`config.mk`:
```
export PLATFORM = sky130hd
export DESIGN_NAME = gtc_timer
export DESIGN_NICKNAME = d
export VERILOG_FILES = /design/src/gtc_pkg.sv /design/src/gtc_timer.sv
export SDC_FILE = /design/constraint.sdc
export NUM_CORES = 1
export LEC_CHECK = 0
export ABC_AREA = 1
export BUFFER_PORTS_ARGS = -buffer_cell sky130_fd_sc_hd__buf_2
export CORE_MARGIN = 2
export CORE_UTILIZATION = 40
export CTS_CLUSTER_DIAMETER = 120
export DETAILED_ROUTE_END_ITERATION = 10
export GPL_ROUTABILITY_DRIVEN = 0
export GPL_TIMING_DRIVEN = 0
export PLACE_DENSITY_LB_ADDON = 0.05
export RECOVER_POWER = 25
export SYNTH_ARGS = -nofsm -noshare
export SYNTH_HDL_FRONTEND = slang
export SYNTH_SLANG_ARGS = --single-unit
```
`constraint.sdc`:
```
create_clock -name core_clk -period 6.3 [get_ports core_clk]
set_input_delay 0.315 -clock core_clk [delete_from_list [all_inputs] [get_ports core_clk]]
set_output_delay 0.315 -clock core_clk [all_outputs]
set_load 0.05 [all_outputs]
```
`src/gtc_pkg.sv`:
```
// Package of constants and types for the gated 16-bit timer/counter
`default_nettype none
package gtc_pkg;
    // Register byte offsets on the bus
    localparam logic [7:0] OFF_TIMER_CONTROL = 8'h00;
    localparam logic [7:0] OFF_COUNT_LOW_BYTE = 8'h04;
    localparam logic [7:0] OFF_COUNT_HIGH_BYTE = 8'h08;
    localparam logic [7:0] OFF_COMPARATOR_AUX_CONTROL = 8'h0C;
    localparam logic [7:0] OFF_IRQ_STATUS = 8'h10;
    localparam logic [7:0] OFF_IRQ_MASK = 8'h14;
    // timer_control field positions
    localparam int CTL_TIMER_RUN = 0;
    localparam int CTL_CLOCK_SOURCE_SEL = 1;
    localparam int CTL_EXT_SYNC_BYPASS = 2;
    localparam int CTL_LP_OSC_EN = 3;
    localparam int CTL_PRESCALE_LO = 4;
    localparam int CTL_PRESCALE_HI = 5;
    localparam int CTL_GATE_QUALIFY_EN = 6;
    localparam int CTL_GATE_POLARITY = 7;
    // comparator_aux_control field position
    localparam int AUX_GATE_SOURCE_SEL = 1;
    // Status and mask field position
    localparam int IRQ_OVERFLOW = 0;
    // Reset values
    localparam logic [7:0] CTRL_RST = 8'h00;
    localparam logic [7:0] AUX_RST = 8'h02;
    localparam logic [15:0] COUNT_RST = 16'h0000;
    localparam logic [15:0] COUNT_MAX = 16'hFFFF;
    localparam logic [31:0] RDATA_ZERO = 32'h0000_0000;
    // Instruction clock is the core clock divided by four
    localparam int FOSC_DIVIDE = 4;
    localparam logic [1:0] DIV_LAST = 2'(FOSC_DIVIDE - 1);
    localparam logic [2:0] PRE_ONE = 3'h1;
    // Indices into the pin synchroniser vector
    localparam int SI_COUNT = 0;
    localparam int SI_GATE = 1;
    localparam int SI_CMP = 2;
    localparam int SI_LPOSC = 3;
    localparam int SYNC_W = 4;
    localparam logic [1:0] HTRANS_NONSEQ = 2'h2;
    localparam logic HRESP_OKAY = 1'b0;

    typedef enum logic [1:0] {
        GTC_BUS_IDLE = 2'h0,
        GTC_BUS_WAIT = 2'h1,
        GTC_BUS_DONE = 2'h3
    } gtc_bus_e;

    typedef struct packed {
        gtc_bus_e bus;
        logic [7:0] addr;
        logic wr;
        logic [31:0] rdata;
        logic [7:0] ctrl;
        logic [7:0] aux;
        logic [15:0] count;
        logic [2:0] pre;
        logic [1:0] div;
        logic [SYNC_W-1:0] s1;
        logic [SYNC_W-1:0] s2;
        logic [SYNC_W-1:0] s3;
        logic [SYNC_W-1:0] filt;
        logic pend;
        logic armed;
        logic flag;
        logic mask;
    } gtc_state_s;
endpackage : gtc_pkg
`default_nettype wire

```
`src/gtc_timer.sv`:
```
// Gated 16-bit timer/counter with AHB-Lite register slave
// Behaviour
// - gate polarity bit picks counting gate level
// - polarity applies equally to both gate sources
// - gate qualifies counting only while running
// - aux register selects gate pin or comparator
// - prescaler divides by 1, 2, 4, 8
// - oscillator enable bit turns LP oscillator
// - external input synchronised unless bypass bit set
// - internal source ignores the bypass bit
// - source bit selects external input (pin, or LP oscillator when enabled) or Fosc/4
// - run bit starts counting, clear holds count
// - count readable as low and high bytes
// - count wraps to zero and sets flag
// - count byte write clears the prescaler
// - external mode counts on rising input edges
//
// The register addresses and the AHB-Lite interface to the registers were chosen for this implementation.
`default_nettype none
module gtc_timer (
    input wire logic core_clk,
    input wire logic rstn,
    input wire logic hsel,
    input wire logic [31:0] haddr,
    input wire logic [1:0] htrans,
    input wire logic hwrite,
    input wire logic [2:0] hsize,
    input wire logic [31:0] hwdata,
    input wire logic hready,
    output logic hreadyout,
    output logic [31:0] hrdata,
    output logic hresp,
    input wire logic ext_count_input,
    input wire logic gate_pin,
    input wire logic second_comparator_output,
    input wire logic lp_osc_clk,
    output logic lp_osc_en,
    output logic irq
);
    import gtc_pkg::*;

    gtc_state_s st_q;
    gtc_state_s st_d;
    logic [SYNC_W-1:0] agree;
    logic instr_en;
    logic cnt_old;
    logic cnt_new;
    logic rise;
    logic fall;
    logic ext_tick;
    logic src_tick;
    logic gate_lvl;
    logic gate_act;
    logic count_en;
    logic [2:0] pre_last;
    logic inc;
    logic ovf;
    logic acc;
    logic wr_cyc;
    logic cnt_wr;

    always_comb begin
        st_d = st_q;
        // Three-stage synchronisers; a level is accepted once stages two and three agree
        st_d.s1 = {lp_osc_clk, second_comparator_output, gate_pin, ext_count_input};
        st_d.s2 = st_q.s1;
        st_d.s3 = st_q.s2;
        agree = ~(st_q.s2 ^ st_q.s3);
        st_d.filt = (agree & st_q.s3) | (~agree & st_q.filt);
        st_d.div = st_q.div + 2'h1;
        instr_en = (st_q.div == DIV_LAST);
        // LP oscillator replaces the count pin while it is enabled
        if (st_q.ctrl[CTL_LP_OSC_EN]) begin
            cnt_old = st_q.filt[SI_LPOSC];
            cnt_new = st_d.filt[SI_LPOSC];
        end else begin
            cnt_old = st_q.filt[SI_COUNT];
            cnt_new = st_d.filt[SI_COUNT];
        end
        rise = cnt_new & ~cnt_old;
        fall = ~cnt_new & cnt_old;
        // A falling edge must be seen before the first counted rising edge
        if (fall) begin
            st_d.armed = 1'b1;
        end
        if (st_q.ctrl[CTL_EXT_SYNC_BYPASS]) begin
            ext_tick = rise & st_q.armed;
            st_d.pend = 1'b0;
        end else begin
            ext_tick = instr_en & st_q.pend;
            st_d.pend = (st_q.pend & ~instr_en) | (rise & st_q.armed);
        end
        src_tick = st_q.ctrl[CTL_CLOCK_SOURCE_SEL] ? ext_tick : instr_en;
        gate_lvl = st_q.aux[AUX_GATE_SOURCE_SEL] ? st_q.filt[SI_GATE] : st_q.filt[SI_CMP];
        gate_act = st_q.ctrl[CTL_GATE_POLARITY] ? gate_lvl : ~gate_lvl;
        count_en = st_q.ctrl[CTL_TIMER_RUN]
            & (~st_q.ctrl[CTL_GATE_QUALIFY_EN] | gate_act);
        pre_last = 3'((4'(PRE_ONE) << st_q.ctrl[CTL_PRESCALE_HI:CTL_PRESCALE_LO]) - 4'h1);
        inc = src_tick & count_en & (st_q.pre == pre_last);
        if (src_tick && count_en) begin
            st_d.pre = inc ? 3'h0 : st_q.pre + PRE_ONE;
        end
        ovf = inc & (st_q.count == COUNT_MAX);
        st_d.count = st_q.count + {15'h0000, inc};
        st_d.flag = st_q.flag | ovf;
        // Bus slave: one wait cycle in every data phase
        acc = hsel & (htrans == HTRANS_NONSEQ) & hready;
        wr_cyc = (st_q.bus == GTC_BUS_WAIT) & st_q.wr;
        cnt_wr = wr_cyc & ((st_q.addr == OFF_COUNT_LOW_BYTE)
            | (st_q.addr == OFF_COUNT_HIGH_BYTE));
        unique case (st_q.bus)
            GTC_BUS_IDLE, GTC_BUS_DONE: begin
                if (acc) begin
                    st_d.bus = GTC_BUS_WAIT;
                    st_d.addr = haddr[7:0];
                    st_d.wr = hwrite;
                end else begin
                    st_d.bus = GTC_BUS_IDLE;
                end
            end
            GTC_BUS_WAIT: begin
                st_d.bus = GTC_BUS_DONE;
                st_d.rdata = RDATA_ZERO;
                unique case (st_q.addr)
                    OFF_TIMER_CONTROL: st_d.rdata[7:0] = st_q.ctrl;
                    OFF_COUNT_LOW_BYTE: st_d.rdata[7:0] = st_q.count[7:0];
                    OFF_COUNT_HIGH_BYTE: st_d.rdata[7:0] = st_q.count[15:8];
                    OFF_COMPARATOR_AUX_CONTROL: st_d.rdata[7:0] = st_q.aux;
                    OFF_IRQ_STATUS: st_d.rdata[IRQ_OVERFLOW] = st_q.flag;
                    OFF_IRQ_MASK: st_d.rdata[IRQ_OVERFLOW] = st_q.mask;
                    default: st_d.rdata = RDATA_ZERO;
                endcase
            end
            default: st_d.bus = GTC_BUS_IDLE;
        endcase
        if (wr_cyc) begin
            unique case (st_q.addr)
                OFF_TIMER_CONTROL: st_d.ctrl = hwdata[7:0];
                OFF_COUNT_LOW_BYTE: st_d.count[7:0] = hwdata[7:0];
                OFF_COUNT_HIGH_BYTE: st_d.count[15:8] = hwdata[7:0];
                OFF_COMPARATOR_AUX_CONTROL: st_d.aux = hwdata[7:0];
                // Overflow in the same cycle as the clear wins
                OFF_IRQ_STATUS: st_d.flag = ovf | (st_q.flag & ~hwdata[IRQ_OVERFLOW]);
                OFF_IRQ_MASK: st_d.mask = hwdata[IRQ_OVERFLOW];
                default: st_d.mask = st_q.mask;
            endcase
        end
        // A count write beats an increment in the written byte and restarts the prescaler and edge arming
        if (cnt_wr) begin
            st_d.pre = 3'h0;
            st_d.pend = 1'b0;
            st_d.armed = 1'b0;
        end
    end

    always_ff @(posedge core_clk) begin
        if (!rstn) begin
            st_q.bus <= GTC_BUS_IDLE;
            st_q.addr <= OFF_TIMER_CONTROL;
            st_q.wr <= 1'b0;
            st_q.rdata <= RDATA_ZERO;
            st_q.ctrl <= CTRL_RST;
            st_q.aux <= AUX_RST;
            st_q.count <= COUNT_RST;
            st_q.pre <= 3'h0;
            st_q.div <= 2'h0;
            st_q.s1 <= '0;
            st_q.s2 <= '0;
            st_q.s3 <= '0;
            st_q.filt <= '0;
            st_q.pend <= 1'b0;
            st_q.armed <= 1'b0;
            st_q.flag <= 1'b0;
            st_q.mask <= 1'b0;
        end else begin
            st_q <= st_d;
        end
    end

    assign hreadyout = (st_q.bus != GTC_BUS_WAIT);
    assign hrdata = st_q.rdata;
    assign hresp = HRESP_OKAY;
    assign lp_osc_en = st_q.ctrl[CTL_LP_OSC_EN];
    assign irq = st_q.flag & st_q.mask;
endmodule : gtc_timer
`default_nettype wire

```
==> impl_metrics.py <==
metrics = {
    "sta": {
        "fin_skew_ns": 0.0104,
        "worst_pin_slew_ns": 0.630,
        "final_hold_viol_count": 0,
        "period_needed_ns": 2.89,
        "finalCritPeriodShare": 0.458,
        "fmax_mhz": 346,
        "rsz0062_at_grt": "false",
        "fin_setup_tns_ns": 0,
        "final_max_slew_viol_count": 0,
        "max_slew_margin": 0.580,
        "setup-violations-final": 0,
    },
    "floorplanning": {
        "core_area_sq_mm": 0.00933,
        "ios": 114,
        "die_w_microns": 102,
        "placementRows": 35,
        "die_y_microns": 102,
        "dieArea_sq_mm": 0.0105,
        "initial_utilization": 0.415,
    },
    "synthesis": {
        "synth_fa_ha_area_frac": 0.0226,
        "yosys.area_share.simple": 0.268,
        "synth_top_cell_by_area": "dfxtp_1",
        "synth.distinct_cells": 35,
        "synth-seq-cells": 76,
        "async_flop_share": 0,
        "syn_area_per_cell_sq_um": 7.14,
        "synth_top_area_frac": 0.393,
        "synth_flop_cell": "dfxtp_1",
        "synthCells": 542,
        "synth_edf_count": 0,
        "syn_area_sq_mm": 0.00387,
        "synth_compound_area_frac": 0.133,
        "synth_top_family_by_area": "simple AND/OR/NAND/NOR gates",
        "seq_area_frac_synth": 0.393,
        "synth_mux_area_frac": 0.00259,
        "yosys-top-cells-area": "dfxtp_1, nand2_1, buf_4, inv_1, nand3_1",
        "synth_xor_area_frac": 0.0226,
        "synth.most_common_cell": "nand2_1",
        "synth_common_cells": "nand2_1, dfxtp_1, inv_1",
        "yosysWarningCount": 0,
    },
    "grt": {
        "grt_pass1_vias": 3157,
        "grt_pass1_wl_microns": 15600,
        "grt_max_degree": 16,
        "antenna_found_initial": 0,
        "grt_overflow_total": 0,
        "grt_util_all_layers": 0.194,
    },
    "placement": {
        "portBuffers": 37,
        "placed_cells": 732,
        "dpl.hpwl_microns": 7300,
    },
    "routing": {
        "drt_iter0_drc": 176,
        "viasPerCell": 4.64,
        "drtPass1Iterations": 7,
        "routed_wl_microns": 9440,
        "drc": 0,
        "vias": 3474,
        "routedWlPerCell_microns": 12.6,
        "drtAntennaViolNets": 0,
    },
    "cts": {
        "cts_tree": "done",
        "cts-root-buf": "clkbuf_8",
        "cts_resized": 0,
        "cts_sinks": 76,
        "hold_buffers": 0,
        "cts_made_buffers": 9,
        "cts_setup_buffers": 0,
        "cts_max_level": 3,
        "cts.path.max_buffers": 2,
        "clk_latency_ns": 0.36,
        "clkTransAtPathRegs_ns": 0.09,
    },
    "outcome": {
        "outcome": "finished clean",
    },
    "setup_path": {
        "timing.rr.start": "lp_osc_en$_SDFFE_PN0P_",
        "cp_max_fo": 7,
        "timing.critical_path.from_type": "flop",
        "worst-endpoint-arrival_ns": 3.15,
        "critPathKind": "reg -> reg",
        "endpoint_kind": "flop",
        "rr_endpoint": "st_q[39]$_SDFF_PN0_",
        "reg2reg_setup_slack_ns": 3.41,
        "ff2ff_path_depth": 17,
        "worstPathRequired_ns": 6.56,
    },
    "finish": {
        "stdcell_count": 748,
        "n_antenna_cell": 0,
        "areaGrowthSynthToFinish_pct": 15.8,
        "nets": 699,
        "layout-drive-gt1-share": 0.184,
        "post-route-util": 0.481,
    },
    "worst_hold_path": {
        "min_path_cells": 3,
        "min-delay-start": "second_comparator_output",
        "hold_path_end": "st_d[14]$_SDFF_PN0_",
        "worstHoldPathType": "in -> reg",
    },
    "job": {
        "max_cap_viol_count": 0,
    },
    "pwr": {
        "ir_drop_mv": 0.113,
        "p_per_area_mw_per_mm2": 213,
        "p_leak_nw": 2.25,
    },
}
[logic make-up after synthesis]
family / Yosys count
buffers and inverters: 123
DFF: 76
muxes: 1
other: 1
and+or+nand+nor: 226
AOI/OAI and AO/OA: 98
xor gates and xnor gates: 10
adders and majority gates: 7
[layout by cell type, fill, tap and decap left out, drive strengths merged]
cell type / synthesis / layout
a21oi: 39 / 39
nor3: 6 / 6
and2: 1 / 1
nand4: 6 / 6
nor2: 47 / 47
a211oi: 3 / 3
inv: 75 / 79
nand2: 115 / 115
xor2: 5 / 5
dfxtp: 76 / 76
mux2i: 1 / 1
or2: 1 / 1
clkinv: 1 / 3
o21ai: 54 / 54
conb: 1 / 25
ha: 7 / 7
o21a: 1 / 1
o211ai: 1 / 1
xnor2: 5 / 5
clkinvlp: 0 / 1
nand3b: 2 / 2
buf: 39 / 73
nand3: 48 / 48
clkbuf: 8 / 20
[flip-flops by register name (all words and copies together) (netlist names), named ones only]
name,cells
lp_osc_en,1
st_d,8
hrdata,8
st_q,57
[report_power, final]
group	switching, W	total [W]	internal (W)	leakage [nW]
Sequential	0.00000339	0.000491	0.000487	0.615
Clock	0.000201	0.000350	0.000149	0.0910
Combinational	0.0000821	0.000114	0.0000316	1.54
[metrics by stage]
step	hold WS [ns]	total power [W]	area [sq um]	setup WS, ns
floorplan	0.390	0.000589	3960	3.63
global placement	0.394	0.000614	4310	3.46
detailed placement	0.402	0.000616	4310	3.45
CTS	0.123	0.000965	4490	3.42
global route	0.125	0.000996	4480	3.06
finish	0.135	0.000954	4480	3.41
[cell type report]
type / count / area [sq um]
buffer: 47 / 322
multi-input combinational: 367 / 1830
sequential: 76 / 1520
timing repair buffer: 37 / 181
inverter: 76 / 288
clock inverter: 7 / 56.3
clock buffer: 9 / 124
tap: 129 / 161
fill: 1025 / 4840
[critical path: stages, from the launching register on]
cell,delay [ns]
dfxtp_1,0.44
o21ai_0,0.16
nor2_1,0.11
nand2_1,0.08
nand2_1,0.16
nand2_1,0.13
inv_1,0.09
nand2_1,0.06
inv_1,0.12
ha_1,0.22
ha_1,0.24
nand3_2,0.10
nor2_1,0.26
and2_1,0.24
nand2_1,0.08
xnor2_1,0.12
o21ai_1,0.13
inv_1,0.05
[metal layers]
layer | routed length, microns | vias to the layer above | track usage
met5 | 0 | - | 0
li1 | - | 1816 | -
met2 | 4160 | 122 | 0.307
met3 | 678 | 21 | 0.0369
met1 | 4330 | 1515 | 0.260
met4 | 270 | 0 | 0.0821
[how the worst max path moves through the flow]
stage	slack (ns)	startpoint	to
final	3.41	lp_osc_en$_SDFFE_PN0P_	st_q[39]$_SDFF_PN0_
after global routing	3.06	lp_osc_en$_SDFFE_PN0P_	st_q[39]$_SDFF_PN0_
after CTS	3.42	lp_osc_en$_SDFFE_PN0P_	st_q[39]$_SDFF_PN0_
after global placement	3.46	lp_osc_en$_SDFFE_PN0P_	st_q[39]$_SDFF_PN0_
after floorplan	3.63	lp_osc_en$_SDFFE_PN0P_	st_q[39]$_SDFF_PN0_
after detailed placement	3.45	lp_osc_en$_SDFFE_PN0P_	st_q[39]$_SDFF_PN0_
Note: power is estimated with default switching activity, not from simulation.
